--- src/inc/dts_defs.svh ---
`ifndef DTS_DEFS_SVH
`define DTS_DEFS_SVH

// trace status codes
`define DTS_CODE_STALL        3'h7
`define DTS_CODE_JUMP_PC      3'h6
`define DTS_CODE_JUMP_NO_PC   3'h5
`define DTS_CODE_EXCEPTION    3'h4
`define DTS_CODE_SEQUENTIAL   3'h3
`define DTS_CODE_STALL_TRACE  3'h2
`define DTS_CODE_TRIGGER      3'h1
`define DTS_CODE_DEBUG_RUN    3'h0

// strap bit positions
`define DTS_STRAP_SRC_BIT     6
`define DTS_STRAP_ADS_BIT     5
`define DTS_STRAP_ACK_BIT     4
`define DTS_STRAP_ID_BIT      3
`define DTS_STRAP_PCST_MSB    2
`define DTS_STRAP_WIDTH       7

// debug control register field
`define DTS_PROBE_BREAK_BIT   12
`define DTS_DCR_WIDTH         32
`define DTS_DCR_RESET         32'h0000_0000

// block address field on the memory data bus
`define DTS_BLK_ADDR_MSB      31
`define DTS_BLK_ADDR_LSB      4

`endif

--- src/inc/dts_pkg.sv ---
package dts_pkg;

  // pipeline event reported this cycle
  typedef enum logic [7:0] {
    DTS_EV_SEQ      = 8'h01,
    DTS_EV_STALL    = 8'h02,
    DTS_EV_JUMP_PC  = 8'h04,
    DTS_EV_JUMP_NPC = 8'h08,
    DTS_EV_EXC      = 8'h10,
    DTS_EV_STL_TRC  = 8'h20,
    DTS_EV_TRIG     = 8'h40,
    DTS_EV_DEBUG    = 8'h80
  } dts_event_e;

  // one local memory transaction as seen by the qualifier logic
  typedef struct packed {
    logic        start;     // transaction begins this cycle
    logic        ack;       // data acknowledge this cycle
    logic        from_dma;  // dma originated
    logic        is_data;   // data (not instruction fetch)
    logic [27:0] blk_addr;  // block address
  } dts_txn_s;

  // qualifier pin levels, active low as on the pins
  typedef struct packed {
    logic src_n;
    logic ads_n;
    logic ack_n;
    logic id_n;
  } dts_qual_s;

  typedef enum logic [2:0] {
    DTS_ST_RESET = 3'b001,
    DTS_ST_BOOT  = 3'b010,
    DTS_ST_RUN   = 3'b100
  } dts_state_e;

endpackage

--- src/rtl/dts_pcst_enc.sv ---
`timescale 1ns/1ps
`include "dts_defs.svh"

module dts_pcst_enc
  import dts_pkg::*;
(
  input  wire logic       clk_in,    // processor clock
  input  wire logic       arst_n_in, // async reset
  input  wire dts_event_e event_in,  // pipeline event
  output logic [2:0]      code_out   // registered code
);

  logic [2:0] code_nxt;

  // event to code mapping
  always_comb begin
    unique case (event_in)
      DTS_EV_STALL:    code_nxt = `DTS_CODE_STALL;
      DTS_EV_JUMP_PC:  code_nxt = `DTS_CODE_JUMP_PC;
      DTS_EV_JUMP_NPC: code_nxt = `DTS_CODE_JUMP_NO_PC;
      DTS_EV_EXC:      code_nxt = `DTS_CODE_EXCEPTION;
      DTS_EV_SEQ:      code_nxt = `DTS_CODE_SEQUENTIAL;
      DTS_EV_STL_TRC:  code_nxt = `DTS_CODE_STALL_TRACE;
      DTS_EV_TRIG:     code_nxt = `DTS_CODE_TRIGGER;
      DTS_EV_DEBUG:    code_nxt = `DTS_CODE_DEBUG_RUN;
      default:         code_nxt = `DTS_CODE_STALL;
    endcase
  end

  // code register
  always_ff @(posedge clk_in or negedge arst_n_in) begin
    if (!arst_n_in) begin
      code_out <= `DTS_CODE_DEBUG_RUN;
    end else begin
      code_out <= code_nxt;
    end
  end

endmodule

--- src/rtl/dts_trace_status.sv ---
`timescale 1ns/1ps
`include "dts_defs.svh"
// Notes on behaviour
// - codes 111 stall, 110 jump with pc, 101 jump without, 100 exception
// - codes 011 sequential, 010 stall trace, 001 trigger, 000 debug run
// - boot input high in the boot cycle after reset release gives debug exception, not reset exception
// - boot input is level sensitive for the exception choice; only the probe break flag latches it
// - boot input also sets probe break flag, debug control bit 12
// - debug mode select sampled on every rising test clock edge
// - source pin high for cpu, low for dma, while strobe or ack
// - active-low ack pin marks data acknowledge to cpu or dma
// - active-low strobe at transaction start with block address on data bus
// - id qualifier asserted for data, deasserted for instruction fetch
// - qualifier and trace pins double as reset-time strap bits 6 to 0

module dts_trace_status
  import dts_pkg::*;
(
  input  wire logic        CORE_CLK_IN,        // processor clock, 20 MHz
  input  wire logic        ARST_N_IN,          // async reset, active low
  input  wire dts_event_e  EVENT_IN,           // pipeline event this cycle
  input  wire dts_txn_s    TXN_IN,             // local memory transaction
  input  wire logic        DEBUG_BOOT_IN,      // debug boot level
  input  wire logic        TEST_CLK_IN,        // test clock, sampled
  input  wire logic        MODE_SEL_IN,        // debug mode select
  input  wire logic        PROBE_BREAK_CLR_IN, // clear probe break flag
  input  wire logic [2:0]  PCST_PIN_IN,        // trace pins, read back
  input  wire dts_qual_s   QUAL_PIN_IN,        // qualifier pins, read back
  output logic [2:0]       PCST_OUT,           // trace status code
  output logic [2:0]       PCST_OE_OUT,        // trace status enables
  output dts_qual_s        QUAL_OUT,           // qualifier pin levels
  output logic [3:0]       QUAL_OE_OUT,        // qualifier enables
  output logic [27:0]      BLK_ADDR_OUT,       // block address on mem data
  output logic [6:0]       STRAP_OUT,          // captured strap bits
  output logic             TAKE_DEBUG_EXC_OUT, // pulse: debug exception
  output logic             TAKE_RESET_EXC_OUT, // pulse: reset exception
  output logic             PROBE_BREAK_OUT,    // probe break flag
  output logic [31:0]      DEBUG_CTRL_OUT,     // debug control view
  output logic             MODE_SEL_OUT        // sampled mode select
);

  dts_state_e  state_r;
  dts_state_e  state_nxt;
  logic [2:0]  code_w;
  dts_qual_s   qual_r;
  dts_qual_s   qual_nxt;
  logic [27:0] blk_r;
  logic [6:0]  strap_r;
  logic        brk_r;
  logic        brk_nxt;
  logic        tck_d_r;
  logic        msel_r;
  logic        drive_w;
  logic        boot_end_w;
  logic        txn_active_w;

  // trace code encoder
  dts_pcst_enc u_enc (
    .clk_in    (CORE_CLK_IN),
    .arst_n_in (ARST_N_IN),
    .event_in  (EVENT_IN),
    .code_out  (code_w)
  );

  // reset sequence: strap capture cycle, boot cycle, then run
  always_comb begin
    unique case (state_r)
      DTS_ST_RESET: state_nxt = DTS_ST_BOOT;
      DTS_ST_BOOT:  state_nxt = DTS_ST_RUN;
      DTS_ST_RUN:   state_nxt = DTS_ST_RUN;
      default:      state_nxt = DTS_ST_RESET;
    endcase
  end

  // sequence state register
  always_ff @(posedge CORE_CLK_IN or negedge ARST_N_IN) begin
    if (!ARST_N_IN) begin
      state_r <= DTS_ST_RESET;
    end else begin
      state_r <= state_nxt;
    end
  end

  // pins float until the strap cycle and the boot cycle have passed
  assign drive_w    = (state_r == DTS_ST_RUN);
  assign boot_end_w = (state_r == DTS_ST_BOOT);

  assign PCST_OE_OUT = {3{drive_w}};
  assign QUAL_OE_OUT = {4{drive_w}};
  assign PCST_OUT    = code_w;
  assign QUAL_OUT    = qual_r;

  always_ff @(posedge CORE_CLK_IN or negedge ARST_N_IN) begin
    if (!ARST_N_IN) begin
      strap_r <= 7'h00;
    end else if (state_r == DTS_ST_RESET) begin
      strap_r <= {QUAL_PIN_IN.src_n, QUAL_PIN_IN.ads_n, QUAL_PIN_IN.ack_n,
                  QUAL_PIN_IN.id_n, PCST_PIN_IN};
    end
  end
  assign STRAP_OUT = strap_r;

  // debug or reset exception at sequence end
  // boot level used directly, no latch
  assign TAKE_DEBUG_EXC_OUT = boot_end_w & DEBUG_BOOT_IN;
  assign TAKE_RESET_EXC_OUT = boot_end_w & ~DEBUG_BOOT_IN;

  // boot sets probe break, set wins over clear
  assign brk_nxt = DEBUG_BOOT_IN | (brk_r & ~PROBE_BREAK_CLR_IN);

  // probe break flag register
  always_ff @(posedge CORE_CLK_IN or negedge ARST_N_IN) begin
    if (!ARST_N_IN) begin
      brk_r <= 1'b0;
    end else begin
      brk_r <= brk_nxt;
    end
  end
  assign PROBE_BREAK_OUT = brk_r;

  // debug control view with the break flag at its bit
  always_comb begin
    DEBUG_CTRL_OUT = `DTS_DCR_RESET;
    DEBUG_CTRL_OUT[`DTS_PROBE_BREAK_BIT] = brk_r;
  end

  // sample mode select on test clock rise
  always_ff @(posedge CORE_CLK_IN or negedge ARST_N_IN) begin
    if (!ARST_N_IN) begin
      tck_d_r <= 1'b0;
      msel_r  <= 1'b0;
    end else begin
      tck_d_r <= TEST_CLK_IN;
      if (TEST_CLK_IN && !tck_d_r) begin
        msel_r <= MODE_SEL_IN;
      end
    end
  end
  assign MODE_SEL_OUT = msel_r;

  // a transaction shows while strobe or ack
  assign txn_active_w = TXN_IN.start | TXN_IN.ack;

  // qualifier next values
  always_comb begin
    qual_nxt = '{src_n: 1'b1, ads_n: 1'b1, ack_n: 1'b1, id_n: 1'b1};
    qual_nxt.ads_n = ~TXN_IN.start;
    qual_nxt.ack_n = ~TXN_IN.ack;
    if (txn_active_w) begin
      // high for cpu, low for dma
      qual_nxt.src_n = ~TXN_IN.from_dma;
      // low for data, high for fetch
      qual_nxt.id_n  = ~TXN_IN.is_data;
    end
  end

  // qualifier and block address registers
  always_ff @(posedge CORE_CLK_IN or negedge ARST_N_IN) begin
    if (!ARST_N_IN) begin
      qual_r <= '{src_n: 1'b1, ads_n: 1'b1, ack_n: 1'b1, id_n: 1'b1};
      blk_r  <= 28'h0000000;
    end else begin
      qual_r <= qual_nxt;
      if (TXN_IN.start) begin
        blk_r <= TXN_IN.blk_addr;
      end
    end
  end
  assign BLK_ADDR_OUT = blk_r;

  // assertions
  a_float_in_reset: assert property (@(posedge CORE_CLK_IN)
    !ARST_N_IN |-> PCST_OE_OUT == 3'h0 && QUAL_OE_OUT == 4'h0)
    else $error("pins driven during reset");

  a_strobe_start: assert property (@(posedge CORE_CLK_IN) disable iff (!ARST_N_IN)
    TXN_IN.start |=> !QUAL_OUT.ads_n && BLK_ADDR_OUT == $past(TXN_IN.blk_addr))
    else $error("strobe or block address missing");

  a_ack_pin: assert property (@(posedge CORE_CLK_IN) disable iff (!ARST_N_IN)
    TXN_IN.ack |=> !QUAL_OUT.ack_n)
    else $error("ack not asserted");

  a_source_qual: assert property (@(posedge CORE_CLK_IN) disable iff (!ARST_N_IN)
    txn_active_w |=> QUAL_OUT.src_n == !$past(TXN_IN.from_dma))
    else $error("source qualifier wrong");

  a_data_qual: assert property (@(posedge CORE_CLK_IN) disable iff (!ARST_N_IN)
    txn_active_w |=> QUAL_OUT.id_n == !$past(TXN_IN.is_data))
    else $error("instruction data qualifier wrong");

  a_stall_code: assert property (@(posedge CORE_CLK_IN) disable iff (!ARST_N_IN)
    EVENT_IN == DTS_EV_STALL |=> PCST_OUT == 3'h7)
    else $error("stall code wrong");

  a_seq_code: assert property (@(posedge CORE_CLK_IN) disable iff (!ARST_N_IN)
    EVENT_IN == DTS_EV_SEQ |=> PCST_OUT == 3'h3)
    else $error("sequential code wrong");

  a_boot_debug: assert property (@(posedge CORE_CLK_IN) disable iff (!ARST_N_IN)
    $rose(ARST_N_IN) && DEBUG_BOOT_IN ##1 DEBUG_BOOT_IN |-> TAKE_DEBUG_EXC_OUT)
    else $error("debug exception not taken");

  a_boot_level: assert property (@(posedge CORE_CLK_IN) disable iff (!ARST_N_IN)
    boot_end_w |-> TAKE_DEBUG_EXC_OUT == DEBUG_BOOT_IN && TAKE_RESET_EXC_OUT != DEBUG_BOOT_IN)
    else $error("boot level not followed");

  a_break_set: assert property (@(posedge CORE_CLK_IN) disable iff (!ARST_N_IN)
    DEBUG_BOOT_IN |=> PROBE_BREAK_OUT && DEBUG_CTRL_OUT[12])
    else $error("probe break not set");

  a_mode_sample: assert property (@(posedge CORE_CLK_IN) disable iff (!ARST_N_IN)
    TEST_CLK_IN && !tck_d_r |=> MODE_SEL_OUT == $past(MODE_SEL_IN))
    else $error("mode select not sampled");

  a_strap_capture: assert property (@(posedge CORE_CLK_IN) disable iff (!ARST_N_IN)
    state_r == DTS_ST_RESET |=> STRAP_OUT[6] == $past(QUAL_PIN_IN.src_n)
      && STRAP_OUT[2:0] == $past(PCST_PIN_IN))
    else $error("strap not captured");

  a_jump_pc_code: assert property (@(posedge CORE_CLK_IN) disable iff (!ARST_N_IN)
    EVENT_IN == DTS_EV_JUMP_PC |=> PCST_OUT == 3'h6)
    else $error("jump with pc code wrong");

  a_jump_npc_code: assert property (@(posedge CORE_CLK_IN) disable iff (!ARST_N_IN)
    EVENT_IN == DTS_EV_JUMP_NPC |=> PCST_OUT == 3'h5)
    else $error("jump without pc code wrong");

  a_exc_code: assert property (@(posedge CORE_CLK_IN) disable iff (!ARST_N_IN)
    EVENT_IN == DTS_EV_EXC |=> PCST_OUT == 3'h4)
    else $error("exception code wrong");

  a_illegal_event: assert property (@(posedge CORE_CLK_IN) disable iff (!ARST_N_IN)
    $countones(EVENT_IN) != 1 |=> PCST_OUT == 3'h7)
    else $error("illegal event not shown as stall");

  a_stl_trc_code: assert property (@(posedge CORE_CLK_IN) disable iff (!ARST_N_IN)
    EVENT_IN == DTS_EV_STL_TRC |=> PCST_OUT == 3'h2)
    else $error("stall trace code wrong");

  a_trig_code: assert property (@(posedge CORE_CLK_IN) disable iff (!ARST_N_IN)
    EVENT_IN == DTS_EV_TRIG |=> PCST_OUT == 3'h1)
    else $error("trigger code wrong");

  a_debug_code: assert property (@(posedge CORE_CLK_IN) disable iff (!ARST_N_IN)
    EVENT_IN == DTS_EV_DEBUG |=> PCST_OUT == 3'h0)
    else $error("debug run code wrong");

  a_boot_reset: assert property (@(posedge CORE_CLK_IN) disable iff (!ARST_N_IN)
    $rose(ARST_N_IN) && !DEBUG_BOOT_IN ##1 !DEBUG_BOOT_IN
      |-> TAKE_RESET_EXC_OUT && !TAKE_DEBUG_EXC_OUT)
    else $error("reset exception not taken");

  a_exc_once: assert property (@(posedge CORE_CLK_IN) disable iff (!ARST_N_IN)
    TAKE_DEBUG_EXC_OUT || TAKE_RESET_EXC_OUT |=> !TAKE_DEBUG_EXC_OUT && !TAKE_RESET_EXC_OUT)
    else $error("exception pulse too long");

  a_break_hold: assert property (@(posedge CORE_CLK_IN) disable iff (!ARST_N_IN)
    PROBE_BREAK_OUT && !PROBE_BREAK_CLR_IN |=> PROBE_BREAK_OUT)
    else $error("probe break lost");

  a_break_clear: assert property (@(posedge CORE_CLK_IN) disable iff (!ARST_N_IN)
    !DEBUG_BOOT_IN && PROBE_BREAK_CLR_IN |=> !PROBE_BREAK_OUT)
    else $error("probe break not cleared");

  a_dcr_fields: assert property (@(posedge CORE_CLK_IN) disable iff (!ARST_N_IN)
    DEBUG_CTRL_OUT == {19'h0, PROBE_BREAK_OUT, 12'h000})
    else $error("debug control view wrong");

  a_mode_hold: assert property (@(posedge CORE_CLK_IN) disable iff (!ARST_N_IN)
    !(TEST_CLK_IN && !tck_d_r) |=> $stable(MODE_SEL_OUT))
    else $error("mode select changed without test clock rise");

  a_ack_idle: assert property (@(posedge CORE_CLK_IN) disable iff (!ARST_N_IN)
    !TXN_IN.ack |=> QUAL_OUT.ack_n)
    else $error("ack asserted without acknowledge");

  a_strobe_idle: assert property (@(posedge CORE_CLK_IN) disable iff (!ARST_N_IN)
    !TXN_IN.start |=> QUAL_OUT.ads_n && $stable(BLK_ADDR_OUT))
    else $error("strobe or block address without start");

  a_idle_quals: assert property (@(posedge CORE_CLK_IN) disable iff (!ARST_N_IN)
    !txn_active_w |=> QUAL_OUT.src_n && QUAL_OUT.id_n)
    else $error("qualifiers not idle outside transactions");

  a_drive_after: assert property (@(posedge CORE_CLK_IN) disable iff (!ARST_N_IN)
    $rose(ARST_N_IN) |-> PCST_OE_OUT == 3'h0 && QUAL_OE_OUT == 4'h0
      ##1 PCST_OE_OUT == 3'h0 && QUAL_OE_OUT == 4'h0
      ##1 PCST_OE_OUT == 3'h7 && QUAL_OE_OUT == 4'hf)
    else $error("pins not driven after strap cycle");

  a_strap_mid: assert property (@(posedge CORE_CLK_IN) disable iff (!ARST_N_IN)
    state_r == DTS_ST_RESET |=> STRAP_OUT[5] == $past(QUAL_PIN_IN.ads_n)
      && STRAP_OUT[4] == $past(QUAL_PIN_IN.ack_n) && STRAP_OUT[3] == $past(QUAL_PIN_IN.id_n))
    else $error("strap middle bits not captured");

  a_strap_hold: assert property (@(posedge CORE_CLK_IN) disable iff (!ARST_N_IN)
    state_r != DTS_ST_RESET |=> $stable(STRAP_OUT))
    else $error("strap changed after capture");

endmodule

--- config.mk ---
export PLATFORM = sky130hd
export DESIGN_NAME = dts_trace_status
export DESIGN_NICKNAME = d
export VERILOG_FILES = /design/src/inc/dts_pkg.sv /design/src/rtl/dts_pcst_enc.sv /design/src/rtl/dts_trace_status.sv
export VERILOG_INCLUDE_DIRS = /design/src /design/src/inc
export SDC_FILE = /design/constraint.sdc
export NUM_CORES = 1
export LEC_CHECK = 0
export BUFFER_PORTS_ARGS = -buffer_cell sky130_fd_sc_hd__buf_2
export CAP_MARGIN = 20
export CORE_MARGIN = 1.5
export CORE_UTILIZATION = 40
export CTS_BUF_LIST = sky130_fd_sc_hd__clkbuf_8
export CTS_CLUSTER_SIZE = 28
export DETAILED_ROUTE_END_ITERATION = 6
export GPL_TIMING_DRIVEN = 1
export HOLD_SLACK_MARGIN = 0.02
export PLACE_DENSITY = 0.78
export SKIP_CTS_REPAIR_TIMING = 1
export SLEW_MARGIN = 10
export SYNTH_ARGS = -nofsm -noshare
export SYNTH_HDL_FRONTEND = slang
export SYNTH_SLANG_ARGS = --single-unit
--- constraint.sdc ---
create_clock -name CORE_CLK_IN -period 1.2 [get_ports CORE_CLK_IN]
set_input_delay 0 -clock CORE_CLK_IN [delete_from_list [all_inputs] [get_ports CORE_CLK_IN]]
set_output_delay 0 -clock CORE_CLK_IN [all_outputs]
set_load 0.02 [all_outputs]
Word level (Yosys, flattened, before mapping)
Index checks and enable logic that the tools add are counted.

Flip-flop bits (word level): 48. Latch bits: 0. Bits in writable memories: 0. Memory bits (read-only): 0. Input port bits: 53. Output and inout bits: 85. Word-level logic and storage cells: 39. Memories: 0.

Add/subtract/negate cells: 0. $mul: 0. Div/mod/pow operators: 0. Order comparisons: 0. Equal/unequal tests: 10. Shift-type cells: 0. Multiplexer cells: 4. Bitwise logic cells: 11. Reductions and logical operators: 3.

Operators with widths (number): $pmux W3 S7 (1); $eq A8 B1 Y1 const B (1); $eq A8 B3 Y1 const B (1); $eq A8 B4 Y1 const B (1); $eq A8 B5 Y1 const B (1); $eq A8 B6 Y1 const B (1); $eq A8 B7 Y1 const B (1); $eq A8 B8 Y1 const B (1); $not A1 Y1 (6); $pmux W3 S2 (1); $and A1 B1 Y1 (3); $eq A3 B1 Y1 const B (1); $eq A3 B2 Y1 const B (1); $eq A3 B3 Y1 const B (1); $mux W1 (2); $or A1 B1 Y1 (2); $reduce_or A2 Y1 (1); $logic_and A1 B1 Y1 (1); $logic_not A1 Y1 (1).

Depth between registers and ports, before layout
Depth after elaboration: 3. Depth in mapped cells: 5. Mapped depth without buffers: 4.

Modules after synthesis
From an unflattened synthesis, not the netlist that was laid out.

Cells, all modules: 182. Area total of the unflattened synthesis: 2284.7 um^2.

Modules (own cells, without submodules): dts_trace_status (instances 1, cells each 142, area an instance 1973.1 um^2, seq. area each 1132.3 um^2); dts_pcst_enc (instances 1, cells each 40, area an instance 311.5 um^2, seq. area each 75.1 um^2).

Least setup slack after synthesis
Ideal clock, no wire load.

Path kind: register to register. Start: register state_r[0]. End: register strap_r[0], in the netlist STRAP_OUT[0]. Library setup time: 125 ps. Arrival: 1228 ps. Data required time: 1075 ps. Path slack: -153 ps. Stages on the path, launching flop included: 4. Buffers on the path: 1. Period minus slack after synthesis: 1353 ps. Cells stage by stage: dfstp_2 > nor3b_1 > buf_2 > mux2_2.

Word-level cells in the longest chain between the ends: 1.

Ends and longest elaborated chain: start, declared (RTL line dts_trace_status.sv:42) `dts_state_e state_r;`; start signal, assigned (RTL line dts_trace_status.sv:80) `state_r <= state_nxt;`; $eq A3 B1 Y1 (RTL line dts_trace_status.sv:96) `end else if (state_r == DTS_ST_RESET) begin`; end signal, assigned (RTL line dts_trace_status.sv:97) `strap_r <= {QUAL_PIN_IN.src_n, QUAL_PIN_IN.ads_n, QUAL_PIN_IN.ack_n,`; end, declared (RTL line dts_trace_status.sv:48) `logic [6:0] strap_r;`.

No other way between the ends. A chain may end at the register's enable or synchronous reset.

Worst setup path after layout
Same ends and word-level chain as after synthesis.

==> reports/results.ini <==
[synth]
synth_edf_count = 0
synth_area_per_cell_um2 = 12.6
yosysSeqAreaShare = 0.536
synthCells = 179
yosys-top-cells-area = dfrtp_1, mux2_2, buf_4, dfstp_2, o21ai_0
synth_top_cell_by_area = dfrtp_1
synth_cell_types = 29
ys_top_cells_by_count = dfrtp_1, buf_4, mux2_2
synthFlopType = dfrtp_1
synth_warnings = 0
ys_seq_elements = 48
synth_top_area_share = 0.478
ys_async_sr_fraction = 1.00
netlist_area_um2 = 2250
yosysMostFrequentCell = dfrtp_1

[setup_path]
crit_path_start_kind = flip-flop
rr_startpoint = state_r[0]
cp-end-kind = flip-flop
worstReg2RegEnd = STRAP_OUT[0]
endpoint = STRAP_OUT[0]
critical_path_class = flip-flop to flip-flop
setup.worst_path.start = state_r[0]
cp.arrival_ns = 1.52
reg2regPathDepth = 3
cp.required_ns = 1.38
r2r_setup_slack_ns = -0.14
crit_fanout = 8

[timing]
skew_ns = 0.00639
setup_viol = 17
slew_viol_final = 0
fin_ws_ns = -0.140
min_period_ns = 1.34
finalCritPeriodShare = 1.12
hold_violations = 0
max_freq_mhz = 746
rsz0062_at_grt = true
holdWs_ns = 0.0380

[layout]
multi_input_area_um2 = 863
drive_above_1_share = 0.520
fin_nets = 383
fin_area_um2 = 3440
regArea_um2 = 1210
area_delta_synth_final_pct = 52.6
fillers = 422
n_antenna_cell = 0
final_cells = 403

[global_routing]
grt_max_degree = 33
grt.total_usage = 0.136
grt_pass1_wl_um = 6420
antenna_found_initial = 0
grt.overflow.total = 0
grt_pass1_vias = 1469

[run_status]
status = complete, but fails checks
violations = setup timing

[routing]
vias = 1814
initialDrtViolationCount = 45
viasPerCell = 4.50
drt_wl_total_um = 5720
wl_per_cell_um = 14.2
drc = 0
dr.pass1.iters = 4
ant_nets = 0

[placement]
dp_slack_ns = -0.106
io_buffers = 106
postPlaceCellArea_um2 = 2760
dp_cells = 348
gp_routability_congestion = 0.719
dp_hpwl_um = 3210

[min_path]
hold_path.class = input port to flip-flop

[clock_tree]
cts_root_buf = clkbuf_8
h-tree-depth = 2
cts_tree = done
numCtsBuffers = 5
clkTransAtPathRegs_ns = 0.09
cts_sinks = 48
cts.path.max_buffers = 2
clock_latency_ns = 0.30

[die]
core-area_um2 = 5470
start_util = 0.411
boundaryPins = 138
dieWidth_um = 78.0
die_height_um = 78.0
die_area_um2 = 6090
rows = 27

[job]
cap_violations = 0

[pwr]
powerDensity_nw_per_um2 = 1130
p_leak_uw = 0.00165
vdd_drop_max_mv = 0.480
power_uw = 3890

[critical path, stage by stage, from the launching register on]
cell	delay (ns)
dfstp_2	0.53
nor3b_2	0.19
buf_6	0.18
mux2_4	0.32
[report_power, final]
| group | total [uW] | leakage, uW | internal, uW | switching (uW) |
|---|---|---|---|---|
| combinational | 865 | 0.00104 | 383 | 482 |
| sequential | 1810 | 0.000545 | 1750 | 64.2 |
| clock | 1210 | 0.0000614 | 681 | 531 |
| total | 3890 | 0.00165 | 2810 | 1080 |
[metal layers]
layer,wire (um),GRT usage,up-vias
li1,-,-,835
met1,2240,0.159,865
met2,2850,0.226,102
met3,524,0.0512,12
met4,101,0.0536,0
met5,0,0,-
[cell families (layout without fill, tap and decap cells)]
family | count (synthesis) | count (layout) | synth area share
DFF | 48 | 48 | 0.536
AOI/OAI and AO/OA | 18 | 18 | 0.0461
buffers and inverters | 50 | 172 | 0.156
and+or+nand+nor | 19 | 19 | 0.0528
muxes | 36 | 36 | 0.180
other | 1 | 31 | 0.00167
xor gates and xnor gates | 7 | 7 | 0.0272
[state kept, by name, summed over array words and instances, names as in the netlist]
signal	count
BLK_ADDR_OUT	28
MODE_SEL_OUT	1
PROBE_BREAK_OUT	1
QUAL_OUT	4
STRAP_OUT	7
state_r	3
tck_d_r	1
u_enc.code_out	3
[through the flow]
stage / util / TNS (ns)
after floorplan: - / -0.593
after global placement: 0.505 / -0.567
after detailed placement: 0.505 / -0.701
after CTS: 0.527 / -2.11
after global routing: 0.628 / -2.56
final: 0.628 / -1.81
[worst min-delay path by stage]
stage | startpoint | to | slack (ns) | depth (start not counted)
floorplan | ARST_N_IN | BLK_ADDR_OUT[0] | -0.30 | 0
finish | EVENT_IN[4] | u_enc.code_out[2] | 0.04 | 3
CTS | ARST_N_IN | BLK_ADDR_OUT[14] | -0.38 | 1
detailed placement | ARST_N_IN | BLK_ADDR_OUT[23] | -0.05 | 1
global route | EVENT_IN[1] | u_enc.code_out[0] | 0.05 | 3
global placement | ARST_N_IN | BLK_ADDR_OUT[23] | -0.05 | 1
[layout make-up]
| cell class | count | area share |
|---|---|---|
| Sequential cell | 48 | 0.351 |
| Tap cell | 72 | 0.0262 |
| Clock buffer | 6 | 0.0240 |
| Clock inverter | 2 | 0.0113 |
| Multi-Input combinational cell | 111 | 0.251 |
| Timing Repair Buffer | 161 | 0.332 |
| Inverter | 3 | 0.00328 |
[cells in the final DEF, fill, tap and decap left out, types with 2 or more instances in the layout]
cell and n:
xor2_1 6, o22ai_1 2, o21ai_0 11, buf_4 5, conb_1 31, buf_6 11, nor3b_2 2, inv_1 3
dfrtp_1 43, dfstp_2 5, mux2_2 29, nor3_1 3, nor2_1 4, buf_12 2, nand2_1 2, mux2_4 7
clkbuf_8 6, buf_2 98, dlygate4sd3_1 45
No activity file was read; power rests on OpenSTA's default activity.
